$ cat src/core/cped_pkg.sv
// Purpose: Shared constants for the cache performance event decoder.
// Assumes: Registers sit on a 32-bit classic Wishbone slave, one word each.
// Notes: Line state codes match the encoding of every line state port of the event sources.

package cped_pkg;

  // ------------------------------------------------------------------
  // Register map and fields
  // ------------------------------------------------------------------
  localparam logic [7:0] CPED_OFF_CTRL = 8'h00;
  localparam logic [7:0] CPED_OFF_COUNT = 8'h04;
  localparam logic [7:0] CPED_OFF_STATUS = 8'h08;
  localparam int CPED_CTRL_EV_LSB = 0;
  localparam int CPED_CTRL_UM_LSB = 8;
  localparam int CPED_CTRL_EN_BIT = 16;
  localparam int CPED_STAT_SUP_BIT = 0;
  localparam int CPED_STAT_HALT_BIT = 1;
  localparam logic [7:0] CPED_EV_RST = 8'h00;
  localparam logic [7:0] CPED_UM_RST = 8'h00;
  localparam logic CPED_EN_RST = 1'b0;
  localparam logic [31:0] CPED_COUNT_RST = 32'h0000_0000;

  // ------------------------------------------------------------------
  // Event numbers
  // ------------------------------------------------------------------
  localparam logic [7:0] CPED_EV_L2_DATA = 8'h26;
  localparam logic [7:0] CPED_EV_L2_OWN = 8'h27;
  localparam logic [7:0] CPED_EV_L1_WB = 8'h28;
  localparam logic [7:0] CPED_EV_LLC = 8'h2e;
  localparam logic [7:0] CPED_EV_UNHALTED = 8'h3c;

  // ------------------------------------------------------------------
  // Unit masks and line states
  // ------------------------------------------------------------------
  localparam logic [3:0] CPED_NIB_ALL = 4'hf;
  localparam logic [3:0] CPED_NIB_HIT = 4'he;
  localparam logic [7:0] CPED_UM_DATA_ALL = 8'hff;
  localparam logic [7:0] CPED_UM_STORE_E = 8'h04;
  localparam logic [7:0] CPED_UM_LLC_REF = 8'h4f;
  localparam logic [7:0] CPED_UM_LLC_MISS = 8'h41;
  localparam logic [7:0] CPED_UM_CYCLES = 8'h00;
  localparam logic [1:0] CPED_ST_I = 2'h0;
  localparam logic [1:0] CPED_ST_S = 2'h1;
  localparam logic [1:0] CPED_ST_E = 2'h2;
  localparam logic [1:0] CPED_ST_M = 2'h3;

endpackage

$ cat src/core/cped_top.sv
// Purpose: Event selection decoder and counter for cache performance events.
// Assumes: Event sources run on CLK_SYS and pulse at most once per cycle.
// Notes: The increment lands two cycles after the qualifying source cycle, one cycle after EVT_HIT.
//
// Contract
// - Event 26H mask 80H counts prefetch data loads to modified lines.
// - Event 26H mask F0H counts every L2 prefetch request.
// - Event 26H mask FFH counts every L2 data request.
// - Event 27H mask 01H counts store ownership requests missing the L2.
// - Event 27H masks 02H and 08H count store hits on shared, modified.
// - Event 27H mask 0EH counts store requests on shared/exclusive/modified.
// - Event 27H mask 0FH counts every store ownership request.
// - Ownership events count demand requests only, never prefetches.
// - Event 27H masks 10H-80H count lock requests by line state.
// - Event 27H mask E0H counts lock requests hitting a valid line.
// - Event 27H mask F0H counts every lock ownership request.
// - Event 28H masks 01H-08H count L1 writebacks by line state.
// - Event 28H mask 0FH counts every L1 writeback.
// - Event 2EH mask 4FH counts core LLC references, not prefetch fills.
// - Event 2EH mask 41H counts LLC misses, not prefetch fills.
// - Event 3CH mask 00H counts cycles outside the halt state.
//
// Implementation choices: the placing of the registers and the Wishbone register port.

`timescale 1ns/1ps
`default_nettype none

module cped_top
  import cped_pkg::*;
#(
  parameter int CNT_W = 32
) (
  input wire logic CLK_SYS,
  input wire logic RESETN,
  input wire logic WB_CYC_I,
  input wire logic WB_STB_I,
  input wire logic WB_WE_I,
  input wire logic [7:0] WB_ADR_I,
  input wire logic [3:0] WB_SEL_I,
  input wire logic [31:0] WB_DAT_I,
  output logic [31:0] WB_DAT_O,
  output logic WB_ACK_O,
  input wire logic L2_DATA_VALID,
  input wire logic L2_DATA_PREFETCH,
  input wire logic [1:0] L2_DATA_STATE,
  input wire logic L2_OWN_VALID,
  input wire logic L2_OWN_PREFETCH,
  input wire logic L2_OWN_LOCK,
  input wire logic [1:0] L2_OWN_STATE,
  input wire logic L1_WB_VALID,
  input wire logic [1:0] L1_WB_STATE,
  input wire logic LLC_REF_VALID,
  input wire logic LLC_REF_MISS,
  input wire logic LLC_REF_HW_PREFETCH,
  input wire logic HALT_INSTRUCTION_DONE,
  input wire logic THREAD_WAKE,
  output logic EVT_HIT
);

  // ------------------------------------------------------------------
  // Parameter check
  // ------------------------------------------------------------------
  // The counter is read through one 32-bit word, so it cannot be wider.
  if (CNT_W < 1 || CNT_W > 32) begin : g_bad_width
    $error("CNT_W must lie between 1 and 32");
  end

  // ------------------------------------------------------------------
  // Declarations
  // ------------------------------------------------------------------
  logic [7:0] ctrl_ev;
  logic [7:0] ctrl_um;
  logic ctrl_en;
  logic [CNT_W-1:0] count;
  logic halted;
  logic supported;
  logic next_hit;
  logic [31:0] byte_mask;
  logic [7:0] word_adr;
  logic req;
  logic wr_now;
  logic [31:0] count_word;
  logic [31:0] next_count_word;
  logic [31:0] next_rdata;

  // ------------------------------------------------------------------
  // Bus decode
  // ------------------------------------------------------------------
  // Byte enables expand into a bit mask, one lane per generate step.
  for (genvar i = 0; i < 4; i++) begin : g_lane
    assign byte_mask[8*i +: 8] = {8{WB_SEL_I[i]}};
  end

  // The write lands on the edge where the master sees ack high.
  assign word_adr = {WB_ADR_I[7:2], 2'b00};
  assign req = WB_CYC_I && WB_STB_I;
  assign wr_now = req && WB_WE_I && WB_ACK_O;
  assign count_word = 32'(count);

  // ------------------------------------------------------------------
  // Selection checks
  // ------------------------------------------------------------------
  // A state nibble is valid as a single state, all states, or the three hit states when allow_hit is set.
  function automatic logic cped_nib_ok(input logic [3:0] n, input logic allow_hit);
    logic ok;
    ok = (n != 4'h0) && ((n & 4'(n - 4'h1)) == 4'h0);
    ok = ok || (n == CPED_NIB_ALL) || (allow_hit && n == CPED_NIB_HIT);
    return ok;
  endfunction

  // Only the listed pairs of event and mask count; anything else holds still.
  function automatic logic cped_supported(input logic [7:0] ev, input logic [7:0] um);
    logic ok;
    ok = 1'b0;
    case (ev)
      CPED_EV_L2_DATA: begin
        ok = (um[7:4] == 4'h0 && cped_nib_ok(um[3:0], 1'b0))
          || (um[3:0] == 4'h0 && cped_nib_ok(um[7:4], 1'b0))
          || (um == CPED_UM_DATA_ALL);
      end
      CPED_EV_L2_OWN: begin
        // The exclusive store mask alone is not offered.
        ok = (um[7:4] == 4'h0 && cped_nib_ok(um[3:0], 1'b1) && um != CPED_UM_STORE_E)
          || (um[3:0] == 4'h0 && cped_nib_ok(um[7:4], 1'b1));
      end
      CPED_EV_L1_WB: begin
        ok = um[7:4] == 4'h0 && cped_nib_ok(um[3:0], 1'b0);
      end
      CPED_EV_LLC: begin
        ok = (um == CPED_UM_LLC_REF) || (um == CPED_UM_LLC_MISS);
      end
      CPED_EV_UNHALTED: begin
        ok = (um == CPED_UM_CYCLES);
      end
      default: begin
        ok = 1'b0;
      end
    endcase
    return ok;
  endfunction

  assign supported = cped_supported(ctrl_ev, ctrl_um);

  // ------------------------------------------------------------------
  // Event decode
  // ------------------------------------------------------------------
  // The low nibble selects demand or store states, the high nibble
  // prefetch or lock states, indexed by {kind, state}.
  always_comb begin
    next_hit = 1'b0;
    if (ctrl_en && supported) begin
      case (ctrl_ev)
        CPED_EV_L2_DATA: begin
          next_hit = L2_DATA_VALID && ctrl_um[{L2_DATA_PREFETCH, L2_DATA_STATE}];
        end
        CPED_EV_L2_OWN: begin
          // Prefetch ownership requests are dropped outright.
          next_hit = L2_OWN_VALID && !L2_OWN_PREFETCH
            && ctrl_um[{L2_OWN_LOCK, L2_OWN_STATE}];
        end
        CPED_EV_L1_WB: begin
          next_hit = L1_WB_VALID && ctrl_um[{1'b0, L1_WB_STATE}];
        end
        CPED_EV_LLC: begin
          // Fills from the L2 hardware prefetcher never count.
          next_hit = LLC_REF_VALID && !LLC_REF_HW_PREFETCH
            && (ctrl_um == CPED_UM_LLC_REF || LLC_REF_MISS);
        end
        CPED_EV_UNHALTED: begin
          next_hit = !halted;
        end
        default: begin
          next_hit = 1'b0;
        end
      endcase
    end
  end

  // ------------------------------------------------------------------
  // Halt tracking
  // ------------------------------------------------------------------
  // The cycle that retires the halt still counts; entry wins over a wake
  // in the same cycle so that a halt is never missed.
  always_ff @(posedge CLK_SYS) begin
    if (!RESETN) begin
      halted <= 1'b0;
    end else if (HALT_INSTRUCTION_DONE) begin
      halted <= 1'b1;
    end else if (THREAD_WAKE) begin
      halted <= 1'b0;
    end
  end

  // ------------------------------------------------------------------
  // Control register
  // ------------------------------------------------------------------
  always_ff @(posedge CLK_SYS) begin
    if (!RESETN) begin
      ctrl_ev <= CPED_EV_RST;
      ctrl_um <= CPED_UM_RST;
      ctrl_en <= CPED_EN_RST;
    end else if (wr_now && word_adr == CPED_OFF_CTRL) begin
      if (WB_SEL_I[0]) begin
        ctrl_ev <= WB_DAT_I[CPED_CTRL_EV_LSB +: 8];
      end
      if (WB_SEL_I[1]) begin
        ctrl_um <= WB_DAT_I[CPED_CTRL_UM_LSB +: 8];
      end
      if (WB_SEL_I[2]) begin
        ctrl_en <= WB_DAT_I[CPED_CTRL_EN_BIT];
      end
    end
  end

  // ------------------------------------------------------------------
  // Counter
  // ------------------------------------------------------------------
  // A software load adds the increment of the same cycle, so no event
  // is lost to a write.
  assign next_count_word = (count_word & ~byte_mask) | (WB_DAT_I & byte_mask);

  always_ff @(posedge CLK_SYS) begin
    if (!RESETN) begin
      count <= CNT_W'(CPED_COUNT_RST);
    end else if (wr_now && word_adr == CPED_OFF_COUNT) begin
      count <= CNT_W'(next_count_word) + CNT_W'(EVT_HIT);
    end else begin
      count <= count + CNT_W'(EVT_HIT);
    end
  end

  // The hit pulse is registered so the output comes from a flip-flop.
  always_ff @(posedge CLK_SYS) begin
    if (!RESETN) begin
      EVT_HIT <= 1'b0;
    end else begin
      EVT_HIT <= next_hit;
    end
  end

  // ------------------------------------------------------------------
  // Bus answer
  // ------------------------------------------------------------------
  // Unmapped words read as zero and ignore writes.
  always_comb begin
    next_rdata = 32'h0000_0000;
    case (word_adr)
      CPED_OFF_CTRL: begin
        next_rdata[CPED_CTRL_EV_LSB +: 8] = ctrl_ev;
        next_rdata[CPED_CTRL_UM_LSB +: 8] = ctrl_um;
        next_rdata[CPED_CTRL_EN_BIT] = ctrl_en;
      end
      CPED_OFF_COUNT: begin
        next_rdata = count_word;
      end
      CPED_OFF_STATUS: begin
        next_rdata[CPED_STAT_SUP_BIT] = supported;
        next_rdata[CPED_STAT_HALT_BIT] = halted;
      end
      default: begin
        next_rdata = 32'h0000_0000;
      end
    endcase
  end

  // Ack follows one cycle after the request and drops the cycle after.
  always_ff @(posedge CLK_SYS) begin
    if (!RESETN) begin
      WB_ACK_O <= 1'b0;
      WB_DAT_O <= 32'h0000_0000;
    end else begin
      WB_ACK_O <= req && !WB_ACK_O;
      if (req && !WB_ACK_O) begin
        WB_DAT_O <= next_rdata;
      end
    end
  end
endmodule

`default_nettype wire

$ cat config.mk
export PLATFORM = sky130hd
export DESIGN_NAME = cped_top
export DESIGN_NICKNAME = d
export VERILOG_FILES = /design/src/core/cped_pkg.sv /design/src/core/cped_top.sv
export SDC_FILE = /design/constraint.sdc
export NUM_CORES = 1
export LEC_CHECK = 0
export BUFFER_PORTS_ARGS = -buffer_cell sky130_fd_sc_hd__buf_4
export CAP_MARGIN = 5
export CORE_ASPECT_RATIO = 1.75
export CORE_UTILIZATION = 55
export CTS_BUF_LIST = sky130_fd_sc_hd__clkbuf_8 sky130_fd_sc_hd__clkbuf_16
export DETAILED_ROUTE_END_ITERATION = 6
export PLACE_DENSITY = 0.8
export SLEW_MARGIN = 20
export SYNTH_ARGS = -nofsm -noshare
export SYNTH_HDL_FRONTEND = slang
export SYNTH_SLANG_ARGS = --single-unit
$ cat constraint.sdc
create_clock -name CLK_SYS -period 3.42 [get_ports CLK_SYS]
set_input_delay 0.171 -clock CLK_SYS [delete_from_list [all_inputs] [get_ports CLK_SYS]]
set_output_delay 0.171 -clock CLK_SYS [all_outputs]
set_load 0.005 [all_outputs]
Yosys cells after proc, flatten, opt, wreduce, memory -nomap -nowiden. Index checks and enable logic that the tools add are counted.

Add/subtract/negate cells: 4. Mux-type cells: 14. $lt $le $gt $ge: 3. Bitwise gates (word level): 6. Equal/unequal tests: 15. Reduce and logical (&&, ||, !) cells: 46.

Operator list (count): 32-bit by 1-bit adder with 32-bit output (2); 32-bit AND (2); 8-bit by 6-bit == test with 1-bit output, second input constant (5); 32-bit 2-to-1 mux (1); 32-bit inverter (1); 32-bit OR (1); 15-bit one-hot mux with 2 select lines (1); 1-bit logical AND (20); 4-bit == test, second input constant (4); 8-bit by 7-bit == test with 1-bit output, second input constant (2); 4-bit logical NOT (4); 8-bit logical NOT (2); 15-bit 2-to-1 mux (1); 1-bit one-hot mux with 5 select lines (2); 1-bit logical OR (9); 4-bit AND (2); 8-bit == test, second input constant (1); 3-bit by 4-bit < comparator with 1-bit output, second input constant (2); 8-bit by 3-bit != test with 1-bit output, second input constant (1); 2-bit AND reduction (4); 4-bit nonzero test (2); 4-bit by 1-bit subtractor with 4-bit output, second input constant (2); 1-bit binary-select mux with 3-bit select (2); 6-bit by 1-bit == test with 1-bit output, second input constant (1); other kinds (7) (14).

Output and inout bits: 34. Register bits after elaboration: 84. Bits of input ports: 66.

Depth between registers and ports, before layout. Gate-level depths: netlist of the first run.

Word-level depth: 12. Mapped depth: 14. Depth with buffers taken out: 11.

Worst setup path before layout of the first run. Ideal clock, no wire load.

Path kind: flip-flop to flip-flop. Start: reg WB_ACK_O. End: reg count[30]. Library setup time: 0.128 ns. Setup slack: 0.219 ns. Stages on the path, launching flop included: 14. Path buffers: 2. Data required time: 3.292 ns. Arrival time: 3.073 ns. Period minus slack after synthesis: 3.201 ns. Cells stage by stage: dfxtp_1 -> and4_1 -> clkbuf_1 -> nand4_2 -> clkbuf_1 -> mux2_2 -> ha_1 -> ha_1 -> nand4_1 -> mux2_2 -> or2_4 -> nor4_1 -> xor2_1 -> nor2_1.

Cells in the longest elaborated chain, start to end: 3.

RTL lines: start: declaration (line cped_top.sv:42) `output logic WB_ACK_O,`; start signal: assignment (line cped_top.sv:272) `WB_ACK_O <= req && !WB_ACK_O;`; 1-bit logical AND (line cped_top.sv:97) `assign wr_now = req && WB_WE_I && WB_ACK_O;`; 1-bit logical AND (line cped_top.sv:225) `end else if (wr_now && word_adr == CPED_OFF_COUNT) begin`; 32-bit 2-to-1 mux (line cped_top.sv:225); end signal: assignment (line cped_top.sv:224) `count <= CNT_W'(CPED_COUNT_RST);`; end signal: assignment (line cped_top.sv:226) `count <= CNT_W'(next_count_word) + CNT_W'(EVT_HIT);`; end signal: assignment (line cped_top.sv:228) `count <= count + CNT_W'(EVT_HIT);`; end: declaration (line cped_top.sv:74) `logic [CNT_W-1:0] count;`.

Every way passes these cells. A chain may end at the register's enable or synchronous reset.

Final worst setup path of the first run. Ends and elaborated chain as after synthesis.

==> metrics.md, run 1 <==
| Metric | Value |
|---|---|
| First-pass GRT wire length | 19.6 mm |
| Wire length per cell | ~17 um |
| Critical Path End Type | flip-flop |
| DR pass1 iterations | 5 |
| Post-Synth Adder-Cell Area | 0.538% |
| Top cells by area, synth | dfxtp_1 36%, mux2i_1 9.0%, nor2_1 5.7% |
| Yosys Warn Count | 0 |
| Sequential-to-total area share from yosys stat | 36.1% |
| PD cells | between 300 and 400 nW/um2 |
| Die Footprint | ~9000 um2 |
| Final Setup Violations | 0 |
| Mapped Area | 4650 um2 |
| Largest family of logic cells by synthesized area | simple AND/OR/NAND/NOR gates |
| RR Startpoint | WB_ACK_O |
| Fraction of synthesized cell area in xor and xnor cells | roughly 5.8% |
| Final Hold Fails | 0 |
| Ys async rst share | 0% |
| Buffers on Ports | 97 |
| Core footprint | 8260 um2 |
| Worst setup SP type | flip-flop |
| WP buf/inv | 1 |
| Post-synth EDFFs | 0 |
| # Max-Cap Violations | 0 |
| Post-CTS Setup Bufs | 0 |
| Crit Path Max Fanout | 16 |
| Hold Crit Class | in -> reg |
| Via count of the first global-routing pass | 4,166 |
| Largest net degree at the start of global routing | 47 |
| Largest delay share family, worst path | simple AND/OR/NAND/NOR gates |
| Worst hold slack | around 0.034 ns |
| Tightest Pin Transition | 0.802 ns |
| Relative slew slack | 46.5% |
| Initial DRC count | 272 |
| Number of gates resized after cts | 0 |
| Complex-gate fraction of the synthesized area | between 10% and 20% |
| CP Depth | 11 |
| Ant diodes | 0 |
| Post-layout minimum cycle time | 3.18 ns |
| Site row count | 44 |
| Non-filler cells in the finished layout | 734 |
| Initial antenna violation count | 0 |
| Gpl congestion | between 0.8 and 0.9 |
| DP Cell Count | between 700 and 800 |
| Io pins | 100 |
| Hold Path Sink | halted |
| Cell taking the most area after synthesis | dfxtp_1 |
| Hold buffers post-CTS | 0 |
| Skew final | 0.00615 ns |
| Metal-1 WL | 4.73 mm |
| FMAX | 315 MHz |
| Most frequent CP cell | mux2_2 |
| Tot Pwr | between 2 and 2.5 mW |
| Routed WL | 12.7 mm |
| Fraction of layout cells with a size suffix above 1 | 24.6% |
| Post-route setup TNS | 0 ns |
| Pleak | 2.39 nW |
| DR vias | 4,518 |
| R2R depth | 11 |
| Post-Synthesis Net Count | 622 |
| Clk root buf | clkbuf_16 |
| Area growth syn-to-layout | 23.3% |
| Total GRT Usage | 28.7% |
| Dpl hpwl | between 9 and 10 mm |
| Synth Area per Inst | 8.40 um2 |
| CP max stage cell | dfxtp_1 |
| Min-Delay Path Depth | 3 |
| CP cell instances | and4_1, nand4_2, buf_4, mux2_2, ha_1, nand4_1, mux2_2, or2_4, nor4_1, xor2_1, nor2_1 |
| CTS Buf Count | 9 |
| Multiplexer share of the synthesized area | roughly 14% |
| Number of cells produced by synthesis | 554 |
| Post-synthesis simple-gate area fraction | a little over a quarter |
| Period utilisation layout | 92.9% |
| Chip Height | 124 um |
| H-tree Lvls | 3 |
| Unrepaired setup endpoints after global routing | false |
| Worst EP arrival | approximately 3.4 ns |
| Longest Clk Path Bufs | 2 |
| R2R Setup Slk | 0.24 ns |
| Die width | 71.5 um |
| Slew Limit Fails | 0 |
| CP max stage delay | 0.37 ns |
| Synth Flop Type | dfxtp_1 |
| Total gr overflow | 0 |
| Post-route cell area | 5740 um2 |
| Status | complete, no violations |
| Synth unique cells | 62 |
| Metal3 WL | between 700 and 800 um |
| Placed Area | roughly 5400 um2 |
| Post-DRT Antenna Nets | 0 |
| TritonCTS clock tree | done |
| Most frequent cells in the layout | 109 x buf_4, 84 x dfxtp_1, 70 x nor2_1 |
| Post-route DRC | 0 |
| Synth Register Bits | 84 |
| Met2 routed WL | just under 7 mm |
| CP required | 3.62 ns |
| IR Drop Worst-Case VDD | ~0.25 mV |
| Hold Crit Start | HALT_INSTRUCTION_DONE |
| R2R Path End | count[30] |
| Crit Path Category | reg -> reg |
| Commonest non-fill, non-tap cell in the layout | buf_4 |
| Post-synth top area share | 36.1% |
| Final net count | 705 |
| Clock Latency Late Sink | around 0.34 ns |
| Sink Count | 84 |
| Average via count per standard cell | approximately 6.2 |
| Worst-path clk slew | 0.06 ns |
| Initial core utilization | 56.3% |
| Uppermost routed layer | met4 |
==> metrics by stage <==
step           worst slack (ns)  util (%)
2_1_floorplan             0.219         -
3_3_place_gp              0.493      65.8
3_5_place_dp              0.366      65.8
4_1_cts                   0.268      69.5
5_1_grt                  0.0986      69.5
6_report                  0.242      69.5
==> worst reg2reg max path, delay by kind of cell, from the launching register on <==
kind	cells	cell delay [ns]
fa+ha+maj	1	0.30
flops	1	0.37
buf+inv	1	0.23
mux	2	0.63
xor+xnor	1	0.20
simple gates	6	1.31
==> registers in the layout, indices dropped and copies added, names as in the netlist <==
| register | flops |
|---|---|
| EVT_HIT | 1 |
| WB_ACK_O | 1 |
| WB_DAT_O | 32 |
| count | 32 |
| ctrl_en | 1 |
| ctrl_ev | 8 |
| ctrl_um | 8 |
| halted | 1 |
==> routing by layer <==
| metal | vias to the layer above | track usage (%) |
|---|---|---|
| met5 | - | 0 |
| met4 | 0 | 13.4 |
| met3 | 30 | 5.26 |
| met2 | 156 | 53.8 |
| met1 | 2167 | 30.6 |
| li1 | 2165 | - |
==> report_power, final <==
| group | internal [mW] | switching (mW) | total [mW] |
|---|---|---|---|
| Sequential | 0.990 | 0.00795 | 0.998 |
| Combinational | 0.0856 | 0.0850 | 0.171 |
| Clock | 0.584 | 0.412 | 0.996 |
==> cells in the mapped netlist, types with 3 or more instances <==
master    number
a211oi_1       4
a21oi_1       28
a221oi_1      17
a31oi_1        4
and2_1         4
and3_1        14
and4_1         4
buf_2          3
clkbuf_1      30
dfxtp_1       84
inv_1          6
mux2_2        10
mux2i_1       42
mux4_2         5
nand2_1       48
nand2b_1       4
nand3_1       39
nand4_1        6
nor2_1        71
nor3_1        29
nor4_1         3
o21ai_0       18
o22ai_1        3
or3_1          3
xnor2_1       12
xor2_1        19
==> cells by family after synthesis <==
logic type | after synthesis
simple gates | 247
compound gates | 88
flops | 84
mux | 59
buf+inv | 43
xor+xnor | 31
fa+ha+maj | 2
==> worst max path at each step <==
stage          slack, ns         to        start
2_1_floorplan       0.22  count[30]     WB_ACK_O
3_3_place_gp        0.49  count[26]  WB_ADR_I[7]
3_5_place_dp        0.37  count[30]  WB_ADR_I[7]
4_1_cts             0.27  count[30]     WB_ACK_O
5_1_grt              0.1  count[30]     WB_ACK_O
6_report            0.24  count[30]     WB_ACK_O
==> cell type report <==
cell class,count,area [um2]
Tap cell,92,115
Timing Repair Buffer,109,818
Clock buffer,10,239
Multi-Input combinational cell,427,2800
Sequential cell,84,1680
Inverter,6,22.5
Fill cell,676,2520
Clock inverter,6,65.1
(Power assumes the default switching activity.)
==> inputs of run 2 (changes only) <==
ABC_CLOCK_PERIOD_IN_PS = 3420   (was default)
CORE_UTILIZATION = 45   (was 55)
PLACE_DENSITY = 0.68   (was 0.8)
==> metrics.md, run 2 (synthesis gave the netlist of run 1 again) <==
| Metric | Value |
|---|---|
| Status | complete, no violations |
| Sw frac | 22.0% |
| Buffers on Ports | 97 |
| Sink Count | 84 |
| CTS Buf Count | 9 |
| Tightest Pin Transition | 0.743 ns |
| Core footprint | 9970 um2 |
| Fraction of layout cells with a size suffix above 1 | 24.6% |
| Clock power share | a little under half |
| FMAX | 322 MHz |
| Via count of the first global-routing pass | 4,346 |
| IR Drop Worst-Case VDD | 0.304 mV |
| Cell-internal power | about 1.7 mW |
| Clock Latency Late Sink | 0.34 ns |
| Critical Path End Type | flip-flop |
| Final Hold Fails | 0 |
| PD cells | 382 nW/um2 |
| # Max-Cap Violations | 0 |
| Worst-path clk slew | 0.06 ns |
| Crit Path Category | reg -> reg |
| Final Setup Violations | 0 |
| Post-route DRC | 0 |
| Number of gates resized after cts | 0 |
| Gpl congestion | approximately 0.87 |
| Worst setup SP type | flip-flop |
| Final net count | 706 |
| Clk root buf | clkbuf_16 |
| Post-CTS Setup Bufs | 0 |
| Most frequent cells in the layout | 110 x buf_4, 84 x dfxtp_1, 70 x nor2_1 |
| First-pass GRT wire length | 20.5 mm |
| Initial antenna violation count | 0 |
| Die width | 78.9 um |
| Commonest non-fill, non-tap cell in the layout | buf_4 |
| Area growth syn-to-layout | 24.7% |
| Post-layout minimum cycle time | 3.11 ns |
| Post-DRT Antenna Nets | 0 |
| Worst EP arrival | between 3 and 4 ns |
| Skew final | 0.00379 ns |
| Hold Crit Class | in -> reg |
| Wire length per cell | 16.7 um |
| Hold buffers post-CTS | 0 |
| Pleak | 2.41 nW |
| Period utilisation layout | between 90% and 100% |
| Combinational Power Share | 7.8% |
| Relative slew slack | 50.4% |
| Slew Limit Fails | 0 |
| Seq pwr share | 45.0% |
| Top flop regs | WB_DAT_O x32, count x32 |
| TritonCTS clock tree | done |
| CP required | 3.66 ns |
| H-tree Lvls | 3 |
| Ant diodes | 0 |
| Fillers | roughly 960 |
| DR pass1 iterations | 5 |
| DR vias | 4,512 |
| Chip Height | 137 um |
| Total GRT Usage | between 20% and 30% |
| Site row count | 48 |
| Unrepaired setup endpoints after global routing | false |
| Average via count per standard cell | 5.88 |
| Longest Clk Path Bufs | 2 |
| Initial DRC count | 260 |
| Initial core utilization | 46.7% |
| Io pins | 100 |
| P_sw | 488 uW |
| Routed WL | 12.8 mm |
| Largest net degree at the start of global routing | 36 |
| Dpl hpwl | 9.55 mm |
| Final Util | 58.2% |
| Total gr overflow | 0 |
| Crit Path Max Fanout | 16 |
| Post-route setup TNS | 0 ns |
| Die Footprint | 10,800 um2 |
## run 2: changes by cell type in the layout (fill, tap and decap cells not counted)
cell / delta
clkinv_2: +1
bufinv_16: +1
inv_1: +1
buf_4: +1
clkinvlp_4: -2
clkinv_4: -1
## run 2: path summary, 6_finish.rpt
path | startpoint | endpoint | slack (ns) | cells after the start
max | WB_ACK_O | count[22] | 0.31 | 11
min | HALT_INSTRUCTION_DONE | halted | 0.04 | 3
max reg2reg | WB_ACK_O | count[22] | 0.31 | 11
min reg2reg | WB_DAT_O[28] | WB_DAT_O[28] | 0.45 | 2
## run 2: critical path, cell delays in order (launching register included)
cell	delay, ns
dfxtp_1	0.37
and4_1	0.34
nand4_2	0.14
buf_4	0.22
mux2_2	0.24
ha_1	0.27
nand4_1	0.12
mux2_2	0.35
or2_4	0.28
nor2_2	0.32
nand2_1	0.10
a221oi_1	0.26
## run 2: stage by stage
step / cells / total power, mW / cell area (um2) / worst slack (ns) / hold slack (ns)
2_1_floorplan: 554 / 1.08 / 4650 / 0.219 / 0.288
3_3_place_gp: 752 / 1.19 / 5480 / 0.454 / 0.376
3_5_place_dp: 752 / 1.19 / 5480 / 0.363 / 0.384
4_1_cts: 768 / 2.23 / 5800 / 0.340 / 0.0370
5_1_grt: 768 / 2.28 / 5800 / 0.0658 / 0.0682
6_report: 768 / 2.22 / 5800 / 0.313 / 0.0371
## run 2: cell type report
cell class	instances	area [um2]	share of cell area [%]
clock inverters	6	80.1	1.38
flip-flops and latches	84	1680	29.0
clock buffers	10	239	4.12
repair buffers	110	826	14.2
inverters	6	22.5	0.388
multi-input cells	427	2800	48.2
well taps	125	156	2.70
## run 2: per-layer routing
layer,up-vias,track usage (%),share of wire [%]
met5,-,0,0
met1,2133,26.9,38
li1,2167,-,-
met3,42,3.27,5.3
met4,0,14.8,4.3
met2,170,44.1,52
## run 2: power by group through the flow
stage               clock [mW]  sequential [mW]  combinational, mW
floorplan                    0             1.02             0.0617
global placement             0             1.02              0.170
detailed placement           0             1.02              0.173
CTS                       1.05            0.998              0.173
global route              1.09            0.999              0.187
finish                    1.05            0.998              0.172
